File: config.mk
export PLATFORM = sky130hd
export DESIGN_NAME = tcm_channel
export DESIGN_NICKNAME = d
export VERILOG_FILES = /design/src/rtl/tcm_pkg.sv /design/src/rtl/tcm_channel.sv
export VERILOG_INCLUDE_DIRS = /design/src /design/src/rtl
export SDC_FILE = /design/constraint.sdc
export NUM_CORES = 1
export LEC_CHECK = 0
export ABC_CLOCK_PERIOD_IN_PS = 3000
export BUFFER_PORTS_ARGS = -buffer_cell sky130_fd_sc_hd__buf_4
export CAP_MARGIN = 20
export CORE_MARGIN = 10
export CORE_UTILIZATION = 31
export CTS_BUF_LIST = sky130_fd_sc_hd__clkbuf_4 sky130_fd_sc_hd__clkbuf_8 sky130_fd_sc_hd__clkbuf_16
export CTS_CLUSTER_SIZE = 24
export DETAILED_ROUTE_END_ITERATION = 8
export PLACE_DENSITY = 0.61
export SYNTH_ARGS = -nofsm -noshare
export SYNTH_HDL_FRONTEND = slang
export SYNTH_SLANG_ARGS = --single-unit
File: constraint.sdc
create_clock -name clk -period 3 [get_ports clk]
set_input_delay 0 -clock clk [delete_from_list [all_inputs] [get_ports clk]]
set_output_delay 0 -clock clk [all_outputs]
set_load 0.01 [all_outputs]
File: src/rtl/tcm_defines.svh
// register offsets, field codes and reset values of the timer channel
`ifndef TCM_DEFINES_SVH
`define TCM_DEFINES_SVH

// ----------------------------------------
// register byte offsets
// ----------------------------------------
`define TCM_A_MODE 8'h00
`define TCM_A_CMP 8'h04
`define TCM_A_OUT 8'h08
`define TCM_A_OE 8'h0C
`define TCM_A_CTRL 8'h10
`define TCM_A_CNT 8'h14
`define TCM_A_CAP 8'h18
`define TCM_A_STAT 8'h1C
`define TCM_A_MASK 8'h20

// ----------------------------------------
// field codes
// ----------------------------------------
`define TCM_MD_IV 3'h0
`define TCM_MD_CP 3'h2
`define TCM_MD_EV 3'h3
`define TCM_MD_OC 3'h4
`define TCM_MD_CO 3'h6
`define TCM_ST_SW 3'h0
`define TCM_ST_EDGE 3'h1
`define TCM_ST_BOTH 3'h2
`define TCM_ST_SLAVE 3'h4
`define TCM_CIS_FALL 2'h0
`define TCM_CIS_RISE 2'h1
`define TCM_CTRL_START 0
`define TCM_CTRL_STOP 1
`define TCM_EV_INT 0
`define TCM_EV_CAP 1

// ----------------------------------------
// reset values and answers
// ----------------------------------------
`define TCM_MODE_RST 16'h0000
`define TCM_CMP_RST 16'h0000
`define TCM_RESP_OK 2'h0
`define TCM_RESP_ERR 2'h2

`endif

File: src/rtl/tcm_pkg.sv
// types shared by the timer channel
package tcm_pkg;
  typedef struct packed {
    logic [1:0] operation_clock_select;
    logic rsv0;
    logic count_clock_select;
    logic rsv1;
    logic [2:0] sts;
    logic [1:0] cis;
    logic [1:0] rsv2;
    logic [3:0] md;
  } tcm_mode_t;

  typedef struct packed {
    logic cap;
    logic intr;
  } tcm_ev_t;

  typedef enum logic {ST_IDLE, ST_RUN} tcm_state_t;
endpackage : tcm_pkg

File: src/rtl/tcm_channel.sv
// one timer channel: triggers, modes, output bit, axi4-lite registers
//
// Decided for this implementation: the register addresses and register access over AXI4-Lite.
`timescale 1ns/1ps
`include "tcm_defines.svh"

module tcm_channel import tcm_pkg::*; #(
  parameter int CHANNEL_ID = 0
) (
  input wire logic clk,
  input wire logic rst_b,
  input wire logic [3:0] op_clk_en,
  input wire logic timer_input_pin,
  input wire logic master_irq,
  output logic timer_output,
  output logic chan_irq_pulse,
  output logic irq,
  input wire logic [7:0] s_axi_awaddr,
  input wire logic s_axi_awvalid,
  output logic s_axi_awready,
  input wire logic [31:0] s_axi_wdata,
  input wire logic [3:0] s_axi_wstrb,
  input wire logic s_axi_wvalid,
  output logic s_axi_wready,
  output logic [1:0] s_axi_bresp,
  output logic s_axi_bvalid,
  input wire logic s_axi_bready,
  input wire logic [7:0] s_axi_araddr,
  input wire logic s_axi_arvalid,
  output logic s_axi_arready,
  output logic [31:0] s_axi_rdata,
  output logic [1:0] s_axi_rresp,
  output logic s_axi_rvalid,
  input wire logic s_axi_rready
);
  if (CHANNEL_ID < 0 || CHANNEL_ID > 3) begin : g_bad_id
    $error("tcm_channel: CHANNEL_ID must be 0 to 3");
  end

  // ----------------------------------------
  // state
  // ----------------------------------------
  tcm_mode_t mode;
  tcm_state_t state;
  tcm_state_t next_state;
  tcm_ev_t stat;
  tcm_ev_t mask;
  tcm_ev_t ev;
  logic [15:0] cmp;
  logic [15:0] cnt;
  logic [15:0] cap;
  logic [15:0] next_cnt;
  logic [15:0] next_cap;
  logic oe;
  logic tog;
  logic ti_s1;
  logic ti_s2;
  logic ti_d;
  logic [7:0] wr_addr;
  logic [31:0] wr_data;
  logic [3:0] wr_strb;

  // ----------------------------------------
  // pin synchroniser and edges
  // ----------------------------------------
  always_ff @(posedge clk or negedge rst_b) begin
    if (!rst_b) begin
      ti_s1 <= 1'b0;
      ti_s2 <= 1'b0;
      ti_d <= 1'b0;
    end else begin
      ti_s1 <= timer_input_pin;
      ti_s2 <= ti_s1;
      ti_d <= ti_s2;
    end
  end

  wire rise = ti_s2 & ~ti_d;
  wire fall = ~ti_s2 & ti_d;
  wire any_edge = rise | fall;
  wire edge_sel = (mode.cis == `TCM_CIS_FALL) ? fall :
                  (mode.cis == `TCM_CIS_RISE) ? rise : any_edge;

  // ----------------------------------------
  // register bus decode
  // ----------------------------------------
  wire aw_hs = s_axi_awvalid & s_axi_awready;
  wire w_hs = s_axi_wvalid & s_axi_wready;
  wire ar_hs = s_axi_arvalid & s_axi_arready;
  // both halves held, response not yet raised
  wire wr_fire = ~s_axi_awready & ~s_axi_wready & ~s_axi_bvalid;
  wire wr_mode = wr_fire & (wr_addr == `TCM_A_MODE);
  wire wr_cmp = wr_fire & (wr_addr == `TCM_A_CMP);
  wire wr_out = wr_fire & (wr_addr == `TCM_A_OUT) & wr_strb[0];
  wire wr_oe = wr_fire & (wr_addr == `TCM_A_OE) & wr_strb[0];
  wire wr_ctrl = wr_fire & (wr_addr == `TCM_A_CTRL) & wr_strb[0];
  wire wr_mask = wr_fire & (wr_addr == `TCM_A_MASK) & wr_strb[0];
  wire wr_ro = (wr_addr == `TCM_A_CNT) | (wr_addr == `TCM_A_CAP) |
               (wr_addr == `TCM_A_STAT);
  wire wr_ok = (wr_addr == `TCM_A_MODE) | (wr_addr == `TCM_A_CMP) |
               (wr_addr == `TCM_A_OUT) | (wr_addr == `TCM_A_OE) |
               (wr_addr == `TCM_A_CTRL) | (wr_addr == `TCM_A_MASK) | wr_ro;
  wire sw_start = wr_ctrl & wr_data[`TCM_CTRL_START];
  wire sw_stop = wr_ctrl & wr_data[`TCM_CTRL_STOP];
  wire rd_stat = ar_hs & (s_axi_araddr == `TCM_A_STAT);
  wire [15:0] wmask = {{8{wr_strb[1]}}, {8{wr_strb[0]}}};

  logic [31:0] rd_mux;
  logic rd_ok;
  always_comb begin
    rd_ok = 1'b1;
    case (s_axi_araddr)
      `TCM_A_MODE: rd_mux = {16'h0000, mode};
      `TCM_A_CMP: rd_mux = {16'h0000, cmp};
      `TCM_A_OUT: rd_mux = {31'h00000000, timer_output};
      `TCM_A_OE: rd_mux = {31'h00000000, oe};
      `TCM_A_CTRL: rd_mux = {31'h00000000, state == ST_RUN};
      `TCM_A_CNT: rd_mux = {16'h0000, cnt};
      `TCM_A_CAP: rd_mux = {16'h0000, cap};
      `TCM_A_STAT: rd_mux = {30'h00000000, stat};
      `TCM_A_MASK: rd_mux = {30'h00000000, mask};
      default: begin
        rd_mux = 32'h00000000;
        rd_ok = 1'b0;
      end
    endcase
  end

  // ----------------------------------------
  // trigger and count clock selection
  // ----------------------------------------
  logic trig;
  always_comb begin
    case (mode.sts)
      `TCM_ST_SW: trig = 1'b0;
      `TCM_ST_EDGE: trig = edge_sel;
      `TCM_ST_BOTH: trig = any_edge;
      `TCM_ST_SLAVE: trig = master_irq;
      default: trig = 1'b0;
    endcase
  end
  wire start = sw_start | trig;

  // third and fourth clocks fall back to the first off channels 1 and 3
  wire hi_ok = (CHANNEL_ID == 1) || (CHANNEL_ID == 3);
  wire op_tick = (mode.operation_clock_select == 2'h0) ? op_clk_en[0] :
                 (mode.operation_clock_select == 2'h2) ? op_clk_en[1] :
                 !hi_ok ? op_clk_en[0] :
                 (mode.operation_clock_select == 2'h1) ? op_clk_en[2] : op_clk_en[3];
  wire tick = mode.count_clock_select ? edge_sel : op_tick;
  wire [2:0] md3 = mode.md[3:1];
  wire md0 = mode.md[0];
  wire run = (state == ST_RUN);

  // ----------------------------------------
  // counting core
  // ----------------------------------------
  always_comb begin
    next_state = state;
    next_cnt = cnt;
    next_cap = cap;
    ev = '0;
    tog = 1'b0;
    if (sw_stop) begin
      next_state = ST_IDLE;
    end else begin
      case (md3)
        `TCM_MD_IV, `TCM_MD_EV: begin
          if (!run) begin
            if (start) begin
              next_cnt = cmp;
              next_state = ST_RUN;
              // event counter never flags its start
              ev.intr = (md3 == `TCM_MD_IV) & md0;
              tog = (md3 == `TCM_MD_IV) & md0;
            end
          end else if (tick) begin
            if (cnt == 16'h0000) begin
              next_cnt = cmp;
              ev.intr = 1'b1;
              tog = 1'b1;
            end else begin
              next_cnt = cnt - 16'h0001;
            end
          end
        end
        `TCM_MD_CP: begin
          if (!run) begin
            if (start) begin
              next_cnt = 16'h0000;
              next_state = ST_RUN;
              ev.intr = md0;
              tog = md0;
            end
          end else if (trig) begin
            next_cap = cnt;
            next_cnt = 16'h0000;
            ev.intr = 1'b1;
            ev.cap = 1'b1;
          end else if (tick) begin
            next_cnt = cnt + 16'h0001;
          end
        end
        `TCM_MD_OC: begin
          if (!run) begin
            if (start) begin
              next_cnt = cmp;
              next_state = ST_RUN;
            end
          end else if (start && md0) begin
            next_cnt = cmp;
            ev.intr = 1'b1;
          end else if (tick) begin
            if (cnt == 16'h0000) begin
              next_state = ST_IDLE;
              ev.intr = 1'b1;
              tog = 1'b1;
            end else begin
              next_cnt = cnt - 16'h0001;
            end
          end
        end
        `TCM_MD_CO: begin
          if (!run) begin
            if (start) begin
              next_cnt = 16'h0000;
              next_state = ST_RUN;
            end
          end else if (any_edge) begin
            // the closing edge captures; starts are not looked at here
            next_cap = cnt;
            next_state = ST_IDLE;
            ev.intr = 1'b1;
            ev.cap = 1'b1;
          end else if (tick) begin
            next_cnt = cnt + 16'h0001;
          end
        end
        default: next_state = ST_IDLE;
      endcase
    end
  end

  // output bit: timer owns it when enabled, software otherwise
  wire next_out = oe ? (timer_output ^ tog) :
                  wr_out ? wr_data[0] : timer_output;
  // set wins over the read clear
  wire [1:0] next_stat = (stat & ~{2{rd_stat}}) | ev;

  always_ff @(posedge clk or negedge rst_b) begin
    if (!rst_b) begin
      state <= ST_IDLE;
      cnt <= 16'h0000;
      cap <= 16'h0000;
      timer_output <= 1'b0;
      chan_irq_pulse <= 1'b0;
      stat <= '0;
      irq <= 1'b0;
    end else begin
      state <= next_state;
      cnt <= next_cnt;
      cap <= next_cap;
      timer_output <= next_out;
      chan_irq_pulse <= ev.intr;
      stat <= next_stat;
      irq <= |(next_stat & mask);
    end
  end

  // ----------------------------------------
  // software registers
  // ----------------------------------------
  always_ff @(posedge clk or negedge rst_b) begin
    if (!rst_b) begin
      mode <= `TCM_MODE_RST;
      cmp <= `TCM_CMP_RST;
      oe <= 1'b0;
      mask <= '0;
    end else begin
      if (wr_mode) mode <= (mode & ~wmask) | (wr_data[15:0] & wmask);
      if (wr_cmp) cmp <= (cmp & ~wmask) | (wr_data[15:0] & wmask);
      if (wr_oe) oe <= wr_data[0];
      if (wr_mask) mask <= wr_data[1:0];
    end
  end

  // ----------------------------------------
  // axi4-lite handshakes, one write and one read at a time
  // ----------------------------------------
  always_ff @(posedge clk or negedge rst_b) begin
    if (!rst_b) begin
      s_axi_awready <= 1'b1;
      s_axi_wready <= 1'b1;
      s_axi_bvalid <= 1'b0;
      s_axi_bresp <= `TCM_RESP_OK;
      wr_addr <= 8'h00;
      wr_data <= 32'h00000000;
      wr_strb <= 4'h0;
    end else begin
      if (aw_hs) begin
        s_axi_awready <= 1'b0;
        wr_addr <= s_axi_awaddr;
      end
      if (w_hs) begin
        s_axi_wready <= 1'b0;
        wr_data <= s_axi_wdata;
        wr_strb <= s_axi_wstrb;
      end
      if (wr_fire) begin
        s_axi_bvalid <= 1'b1;
        s_axi_bresp <= wr_ok ? `TCM_RESP_OK : `TCM_RESP_ERR;
      end
      if (s_axi_bvalid && s_axi_bready) begin
        s_axi_bvalid <= 1'b0;
        s_axi_awready <= 1'b1;
        s_axi_wready <= 1'b1;
      end
    end
  end

  always_ff @(posedge clk or negedge rst_b) begin
    if (!rst_b) begin
      s_axi_arready <= 1'b1;
      s_axi_rvalid <= 1'b0;
      s_axi_rdata <= 32'h00000000;
      s_axi_rresp <= `TCM_RESP_OK;
    end else if (ar_hs) begin
      s_axi_arready <= 1'b0;
      s_axi_rvalid <= 1'b1;
      s_axi_rdata <= rd_mux;
      s_axi_rresp <= rd_ok ? `TCM_RESP_OK : `TCM_RESP_ERR;
    end else if (s_axi_rvalid && s_axi_rready) begin
      s_axi_rvalid <= 1'b0;
      s_axi_arready <= 1'b1;
    end
  end

  wire iv_sel = (md3 == `TCM_MD_IV);
  wire up_md = (md3 == `TCM_MD_CP) | (md3 == `TCM_MD_CO);
  wire known_md = iv_sel | up_md | (md3 == `TCM_MD_EV) | (md3 == `TCM_MD_OC);
endmodule : tcm_channel

==> results of run 1 <==
-- cell usage after synthesis (10+ instances only) --
library cell / number / area [µm²]
dfrtp_1: 122 / 3050
a31oi_1: 11 / 68.8
a21oi_1: 35 / 175
buf_4: 23 / 173
inv_1: 17 / 63.8
nor2_1: 36 / 135
nand3_1: 16 / 80.1
nand2_1: 61 / 229
o21ai_0: 18 / 90.1
a21o_1: 22 / 165
mux2_2: 68 / 766
mux2_4: 10 / 150
a222oi_1: 15 / 150
a221oi_1: 11 / 96.3
clkbuf_1: 10 / 37.5
-- area by class of cell --
cell class                      count  area (µm²)  share of cell area (%)
Tap cell                          285         357                    4.02
Clock buffer                       21         468                    5.27
Timing Repair Buffer              133        1110                    12.5
Multi-Input combinational cell    496        3630                    40.9
Sequential cell                   125        3130                    35.3
Inverter                           18        67.6                   0.761
Clock inverter                     11         110                    1.24
-- worst register-to-register path: stages, from the launching register on --
cell	delay, ps
dfrtp_1	370
inv_1	60
ha_1	390
a211o_1	350
a311oi_1	400
and3_1	380
buf_12	200
mux2_1	360
-- through the flow --
step	util, %	area [µm²]	instances	power [mW]	setup slack (ps)
2_1_floorplan	-	7210	691	4.25	781
3_3_place_gp	35.1	7940	1021	4.92	409
3_5_place_dp	35.1	7940	1021	4.95	413
4_1_cts	39.2	8880	1089	7.02	370
5_1_grt	39.2	8880	1089	7.44	226
6_report	39.2	8880	1089	7.03	362
-- layer usage --
metal | vias to the layer above | part of all wire, % | GRT usage, %
met3 | 21 | 7.4 | 3.16
met1 | 2828 | 43 | 17.9
li1 | 2724 | - | -
met4 | 0 | 1.4 | 4.69
met5 | - | 0 | 0
met2 | 233 | 48 | 22.4
-- power breakdown --
group	internal (mW)	total [mW]	switching, mW	leakage [nW]
Clock	1.21	2.01	0.804	0.277
Sequential	2.10	2.68	0.585	1.63
Combinational	1.10	2.34	1.24	2.10
-- worst min path at each step --
| stage | from | end |
|---|---|---|
| floorplan | rst_b | async pin |
| global placement | timer_input_pin | ti_s1 |
| detailed placement | timer_input_pin | ti_s1 |
| CTS | s_axi_araddr[2] | stat[0] |
| global route | s_axi_araddr[2] | stat[0] |
| finish | s_axi_araddr[2] | stat[0] |
-- logic make-up (layout without fill, tap and decap cells) --
kind of cell,after synthesis,count (layout),synth area share (%)
XOR/XNOR,14,14,1.72
adder cells (fa/ha/maj),5,5,0.876
AND/OR/NAND/NOR,201,201,16.2
flip-flops,125,125,43.8
buffers and inverters,70,183,6.20
other,1,18,0.0525
AO/OA/AOI/OAI,175,175,17.5
multiplexers,83,83,13.5
==> out/results.txt, run 1 <==
Status: completed
Reg2reg setup slack: 360 ps
Setup tns final: 0 ps
Crit Path Max Fanout: 14
I/O Buffers: 70
Final Setup Violations: 0
Critical Path End: cap[14]
Nets: 861
Leak: 4.01 nW
Area grow syn2layout: 24.3%
Initial antenna violation count: 0
PwrDens: 792 nW/µm²
R2r endpoint: cap[14]
Die ar.: 29500 µm²
Clock-pin slew on the worst setup and hold paths: 60 ps
CP Launch Point: ti_s2
Commonest non-fill, non-tap cells in the layout: 122 x dfrtp_1, 95 x buf_4, 68 x mux2_2
Reg-to-reg startpoint: ti_s2
WP data required: 3300 ps
Pin count of the biggest net entering global routing: 61
Starting Density: 31.6%
First-pass GRT wire length: 32400 µm
CTS Sinks: 125
# hold bufs at CTS: 36
Rows: 55
Syn Area/Cell: 10.6 µm²
CP max stage cell: a311oi_1
Max_slew headroom: 46.0%
Yosys warning count: 0
Number of global-route vias before repair: 5891
Detail Placement HPWL: 14600 µm
Critical Path Source Type: flop
Post-Syn Area: 7140 µm²
CTS tree: done
CTS Buf Count: 17
DR WL/cell: 18.4 µm
GRT Util Overall: 13.9%
VDD IR max: 0.501 mV
Share of flip-flops with an asynchronous set or reset: 100%
Worst-margin pin slew: 808 ps
Synthesis-stage register bit count: 125
DRT iter0 DRCs: 591
Critical path buffers and inverters: 2
DRT antenna net count: 0
Max-cap check violation count: 0
Largest stage delay on the critical path: 400 ps
Max Root-Sink Buffers: 2
WHS: 43.6 ps
Critical Path Stages: 7
Fmax: 0.379 GHz
Synth Flop Type: dfrtp_1
Clk root buf: clkbuf_16
CP cell instances: inv_1 -> ha_1 -> a211o_1 -> a311oi_1 -> and3_1 -> buf_12 -> mux2_1
Routed wire length: 20000 µm
Final critical-path required period: 2640 ps
Final Hold Fails: 0
Drt first pass iters: 8
Placeable core region: 22600 µm²
Post-CTS setup buffer count: 0
Cell variety after synth: 86
RSZ-0062 raised after global routing: no
# IOs: 109
Syn Inst Count: 674
N_diodes: 0
Clock skew: 12.6 ps
WS Path Type: reg -> reg
Largest delay share family, worst path: compound AO/OA/AOI/OAI gates
Arr. time, crit path: 2940 ps
Fillers: 2181
Routed vias: 5806
Die Y: 172 µm
Commonest non-fill, non-tap cell in the layout: dfrtp_1
Gpl congestion: 0.941
Congestion Overflow GR: 0
Nature of the critical path endpoint: flop
Depth of the CTS H-tree: 4
# DRC: 0
Via density: 5.33
R2r worst-path depth: 7
Number of synthesized flops with an enable pin: 0
Hold Path Class: in -> reg
Sequential element share of the synthesized area: 43.8%
DIE WIDTH: 172 µm
Fin crit share: 87.9%
Hold Crit Depth: 4
Number of gates resized after CTS: 0
Clk_lat worst skew: 430 ps
Max-slew violation count: 0
Share of layout cells above drive strength 1: 30.0%
No activity file was read; power rests on OpenSTA's default activity.
==> inputs of run 2 (changes only) <==
--- a/config.mk
+++ b/config.mk
@@ -9,6 +9,7 @@
 export ABC_CLOCK_PERIOD_IN_PS = 3000
 export BUFFER_PORTS_ARGS = -buffer_cell sky130_fd_sc_hd__buf_4
 export CAP_MARGIN = 20
+export CORE_ASPECT_RATIO = 0.75
 export CORE_MARGIN = 10
 export CORE_UTILIZATION = 31
 export CTS_BUF_LIST = sky130_fd_sc_hd__clkbuf_4 sky130_fd_sc_hd__clkbuf_8 sky130_fd_sc_hd__clkbuf_16
==> run 2 against run 1 <==
Compared with the run above: register-to-register slack worse by 40 ps; setup slack worse by 38 ps; critical endpoint is now cnt[8]; die area is 0.21% higher; largest power group unchanged; combinational power is 3% lower; sequential share of layout area is 0.055 points lower; worst hold slack worse by 19 ps; routed wire length is 4.9% higher; critical path type unchanged.
==> out/results.txt, run 2 (synthesis results as in run 1) <==
Clock skew: 14.6 ps (+2.06 ps)
CTS Buf Count: 17 (unchanged)
Sequential share of power: 38.5% (+0.4 points)
Starting Density: 31.3% (-0.25 points)
Setup tns final: 0 ps (unchanged)
VDD IR max: 0.501 mV (about the same)
Pin count of the biggest net entering global routing: 57 (-6.6%)
RSZ-0062 raised after global routing: no
Critical Path Source Type: flop
Commonest non-fill, non-tap cells in the layout: 122 x dfrtp_1, 90 x buf_4, 68 x mux2_2
Final Setup Violations: 0 (unchanged)
Number of gates resized after CTS: 0 (unchanged)
Commonest non-fill, non-tap cell in the layout: dfrtp_1
Post-Layout Cell Count: 1101 (+1.1%)
Drt first pass iters: 6 (-2)
Routed vias: 5820 (+0.24%)
GRT Util Overall: 14.4% (+0.52 points)
Clock-pin slew on the worst setup and hold paths: 60 ps (about the same)
# DRC: 0 (unchanged)
Clk root buf: clkbuf_16
Nets: 858 (-0.35%)
Overall power: 7.06 mW (+0.31%)
R2r endpoint: cnt[8]
Clk_lat worst skew: 420 ps (about the same)
CP Launch Point: ti_s2
Arr. time, crit path: 2960 ps (+20 ps)
WHS: 24.2 ps (-19.4 ps)
I/O Buffers: 70 (unchanged)
Via density: 5.29 (-0.85%)
Crit Path Max Fanout: 11 (-3)
Number of global-route vias before repair: 5770 (-2.1%)
Max-slew violation count: 0 (unchanged)
Clock group share of total power: 29.3% (+0.7 points)
Worst-margin pin slew: 810 ps (+2.04 ps)
Max-cap check violation count: 0 (unchanged)
First-pass GRT wire length: 33900 µm (+4.6%)
Reg-to-reg startpoint: ti_s2
Detail Placement HPWL: 15100 µm (+3.3%)
Fmax: 0.374 GHz (-1.4%)
Fillers: 2256 (+3.4%)
PwrDens: 793 nW/µm² (+0.16%)
Final Hold Fails: 0 (unchanged)
Hold Path Class: in -> reg
Placeable core region: 22800 µm² (+0.80%)
Comb pwr share: 32.2% (-1.1 points)
DRT iter0 DRCs: 486 (-18%)
Initial antenna violation count: 0 (unchanged)
R2r worst-path depth: 10 (+3)
Depth of the CTS H-tree: 4 (unchanged)
Die ar.: 29600 µm² (+0.21%)
Nature of the critical path endpoint: flop
Gpl congestion: 0.958 (+1.8%)
DRT antenna net count: 0 (unchanged)
DIE WIDTH: 195 µm (+14%)
CTS tree: done
CTS Sinks: 125 (unchanged)
Max_slew headroom: 45.9% (-0.12 points)
N_diodes: 0 (unchanged)
Reg2reg setup slack: 320 ps (-40 ps)
# IOs: 109 (unchanged)
DR WL/cell: 19.1 µm (+3.8%)
Final critical-path required period: 2680 ps (+37.9 ps)
Congestion Overflow GR: 0 (unchanged)
Fin crit share: 89.2% (+1.3 points)
Routed wire length: 21000 µm (+4.9%)
Net switching power: 2.65 mW (+0.55%)
Sw Ratio: 37.5% (+0.088 points)
Pint: 4.41 mW (+0.17%)
Leak: 4.01 nW (-0.14%)
Post-CTS setup buffer count: 0 (unchanged)
Die Y: 151 µm (-12%)
Post-Place Cells: 1031 (+0.98%)
Share of layout cells above drive strength 1: 29.5% (-0.51 points)
Status: completed
WS Path Type: reg -> reg
WP data required: 3280 ps (-20 ps)
Max Root-Sink Buffers: 2 (unchanged)
Area grow syn2layout: 24.5%
Rows: 48 (-13%)
Hold Crit Depth: 4 (unchanged)
Critical Path End: cnt[8]
[run 2: changes by cell type in the layout (fill, tap and decap cells not counted)]
cell	before	now
inv_6	2	3
clkbuf_8	2	1
buf_4	95	90
dlygate4sd3_1	36	38
clkinv_2	1	2
bufinv_16	1	2
clkinv_4	4	2
[run 2: critical path, stage by stage (launching register included)]
cell	delay, ps
dfrtp_1	370
inv_1	50
ha_1	190
mux2_4	290
a32oi_2	260
and2_1	260
a21oi_1	90
buf_4	190
or2_1	320
a211oi_1	350
o22ai_1	160
[run 2: area by class of cell]
type	count	area (µm²)	share of cell area, %
Timing Repair Buffer	130	1100	12.3
Tap cell	300	375	4.22
Sequential cell	125	3130	35.2
Clock inverter	12	136	1.53
Multi-Input combinational cell	496	3630	40.8
Clock buffer	20	454	5.11
Inverter	18	67.6	0.760
[run 2: how the worst min path moves through the flow]
stage,start,end,slack [ps]
after floorplan,rst_b,async pin,-300
after global placement,rst_b,cnt[1],40
after detailed placement,rst_b,cnt[1],40
after CTS,s_axi_araddr[4],s_axi_rdata[0],3
after global routing,s_axi_araddr[2],stat[1],50
final,s_axi_araddr[4],s_axi_rdata[1],20
[run 2: power groups by stage]
| stage | clock [mW] | sequential [mW] | combinational, mW |
|---|---|---|---|
| final | 2.07 | 2.72 | 2.27 |
| after global routing | 2.20 | 2.78 | 2.49 |
| after CTS | 2.10 | 2.70 | 2.25 |
| after detailed placement | 0 | 2.73 | 2.18 |
| after global placement | 0 | 2.72 | 2.16 |
| after floorplan | 0 | 2.43 | 1.81 |
[run 2: what timing repair did]
action                     4_1_cts  5_1_grt
hold buffers                    38        0
hold endpoints to repair        74        0
setup endpoints to repair        0        0
[run 2: metal layers]
metal / global-route usage [%] / vias up / part of all wire, %
met5: 0 / - / 0
met4: 2.89 / 0 / 0.71
met3: 3.96 / 13 / 7.2
met2: 21.8 / 226 / 45
met1: 20.2 / 2868 / 47
li1: - / 2713 / -
[run 2: per-stage QoR]
stage	util [%]	worst slack (ps)	instance area, µm²
6_report	39.0	324	8890
3_5_place_dp	34.7	349	7920
5_1_grt	39.0	182	8890
4_1_cts	39.0	319	8890
3_3_place_gp	34.7	408	7920
2_1_floorplan	-	781	7210
==> inputs of run 3 (changes only) <==
--- a/config.mk
+++ b/config.mk
@@ -6,7 +6,7 @@
 export SDC_FILE = /design/constraint.sdc
 export NUM_CORES = 1
 export LEC_CHECK = 0
-export ABC_CLOCK_PERIOD_IN_PS = 3000
+export ABC_CLOCK_PERIOD_IN_PS = 2600
 export BUFFER_PORTS_ARGS = -buffer_cell sky130_fd_sc_hd__buf_4
 export CAP_MARGIN = 20
 export CORE_ASPECT_RATIO = 0.75
==> constraint.sdc (replaced) <==
create_clock -name clk -period 2.6 [get_ports clk]
set_input_delay 0 -clock clk [delete_from_list [all_inputs] [get_ports clk]]
set_output_delay 0 -clock clk [all_outputs]
set_load 0.01 [all_outputs]
==> run 3 against run 2 <==
Compared with the run above: clock-buffer cell count unchanged; critical path depth shrank 4; setup slack got worse by 260 ps; sequential power grew 11%; non-clock buffer count is 43 higher; first-iteration DRC count up 13%; largest cell class unchanged; largest power group is now combinational logic; highest routed layer unchanged.
==> out/results.txt, run 3 (synthesis results as in run 1) <==
Clk_lat worst skew: 430 ps (about the same)
Via density: 5.33 (+0.76%)
CTS tree: done
WS Path Type: reg -> reg
Setup tns final: 0 ps (unchanged)
Max-cap check violation count: 0 (unchanged)
Detail Placement HPWL: 16000 µm (+6.0%)
Clock skew: 9.23 ps (-5.39 ps)
CTS Buf Count: 17 (unchanged)
Die ar.: 29600 µm² (unchanged)
Number of global-route vias before repair: 6162 (+6.8%)
Final Setup Violations: 0 (unchanged)
CP max stage cell: nor4b_1
Worst-margin pin slew: 817 ps (+7.33 ps)
Rows: 48 (unchanged)
Routed vias: 6093 (+4.7%)
Leak: 4.22 nW (+5.4%)
Nature of the critical path endpoint: flop
Max Root-Sink Buffers: 2 (unchanged)
WHS: 46.3 ps (+22.1 ps)
Crit Path Max Fanout: 11 (unchanged)
Finished Cell Area: 9290 µm² (+4.4%)
Commonest non-fill, non-tap cell in the layout: buf_4
Drt first pass iters: 5 (-1)
First-pass GRT wire length: 35100 µm (+3.5%)
Gpl congestion: 0.941 (-1.7%)
Final Hold Fails: 0 (unchanged)
Largest stage delay on the critical path: 520 ps (+150 ps)
I/O Buffers: 70 (unchanged)
Clk root buf: clkbuf_16
RSZ-0062 raised after global routing: yes
Final critical-path required period: 2530 ps (-142 ps)
# IOs: 109 (unchanged)
DIE WIDTH: 195 µm (unchanged)
Max_slew headroom: 45.4% (-0.49 points)
Depth of the CTS H-tree: 4 (unchanged)
DR WL/cell: 19.1 µm (about the same)
Fmax: 0.395 GHz (+5.6%)
DRT antenna net count: 0 (unchanged)
Clock-pin slew on the worst setup and hold paths: 60 ps (about the same)
Placeable core region: 22800 µm² (unchanged)
Share of layout cells above drive strength 1: 33.9% (+4.4 points)
# DRC: 0 (unchanged)
WP data required: 2910 ps (-370 ps)
Arr. time, crit path: 2840 ps (-120 ps)
Die Y: 151 µm (unchanged)
N_diodes: 0 (unchanged)
CP cell instances: nor4b_1 -> a32oi_4 -> a311oi_1 -> and3_1 -> buf_12 -> mux2_2
PwrDens: 923 nW/µm² (+16%)
Initial antenna violation count: 0 (unchanged)
DRT iter0 DRCs: 551 (+13%)
Status: completed
VDD IR max: 0.696 mV (+39%)
Starting Density: 31.3% (unchanged)
Fin crit share: 97.5% (+8.3 points)
Area grow syn2layout: 30.0%
Critical Path Source Type: flop
GRT Util Overall: 14.9% (+0.49 points)
Post-placement cell area: 8260 µm² (+4.2%)
Hold Path Class: in -> reg
Max-slew violation count: 0 (unchanged)
Commonest non-fill, non-tap cells in the layout: 129 x buf_4, 121 x dfrtp_1, 68 x mux2_2
Pin count of the biggest net entering global routing: 54 (-5.3%)
Congestion Overflow GR: 0 (unchanged)
Routed wire length: 21900 µm (+3.9%)
Nets: 901 (+5.0%)
CTS Sinks: 125 (unchanged)
==> run 3: cell types whose count changed in the layout (fill, tap and decap cells not counted), sizes merged <==
cell         before  now
clkinvlp          3    4
dlygate4sd3      38   40
buf              92  133
bufinv            2    1
==> run 3: per-stage QoR <==
stage | setup WS, ps | instances | util [%] | power [mW]
2_1_floorplan | 381 | 691 | - | 4.90
6_report | 66.2 | 1144 | 40.7 | 8.57
3_5_place_dp | 102 | 1072 | 36.2 | 6.11
5_1_grt | -1.42 | 1144 | 40.7 | 9.04
4_1_cts | 75.7 | 1144 | 40.4 | 8.50
3_3_place_gp | 146 | 1072 | 36.2 | 6.07
==> run 3: cell type report <==
type | count | area [µm²]
clock buffers | 20 | 454
flip-flops and latches | 125 | 3130
multi-input cells | 496 | 3700
well taps | 300 | 375
clock inverters | 12 | 114
fillers | 2235 | 13500
repair buffers | 173 | 1450
inverters | 18 | 67.6
==> run 3: path summary, 6_finish.rpt <==
check | from | endpoint | slack [ps] | cells after the start
worst max-delay path | flop | cap[15] | 70 | 6
worst min-delay path | s_axi_araddr[2] | stat[0] | 50 | 4
worst max register to register | flop | cap[15] | 70 | 6
worst min register to register | ti_s1 | ti_s2 | 350 | 0
max in group asynchronous | rst_b | async pin | 1590 | 3
min in group asynchronous | rst_b | chan_irq_pulse | 150 | 2
==> run 3: timing repair <==
item	in CTS	in global routing
gates resized for setup	0	13
endpoints found under the setup margin	0	16
endpoints found under the hold margin	75	0
setup buffers	0	0
hold buffers	40	0
==> run 3: critical path, delay by kind of cell, from the launching register on <==
kind | cells | cell delay (ps)
muxes | 1 | 350
AOI/OAI and AO/OA | 2 | 600
and+or+nand+nor | 2 | 830
buffers and inverters | 1 | 170
DFF | 1 | 450
==> run 3: routing by layer <==
| metal | vias up | track usage (%) | share of wire, % |
|---|---|---|---|
| met3 | 20 | 4.13 | 8.0 |
| met2 | 247 | 22.6 | 45 |
| met1 | 3021 | 20.4 | 46 |
| met4 | 0 | 4.15 | 1.3 |
| li1 | 2805 | - | - |
| met5 | - | 0 | 0 |
==> run 3: power by group <==
| part | internal [mW] | total, mW | switching [mW] |
|---|---|---|---|
| clock | 1.37 | 2.30 | 0.938 |
| sequential | 2.42 | 3.01 | 0.583 |
| combinational | 1.55 | 3.26 | 1.71 |
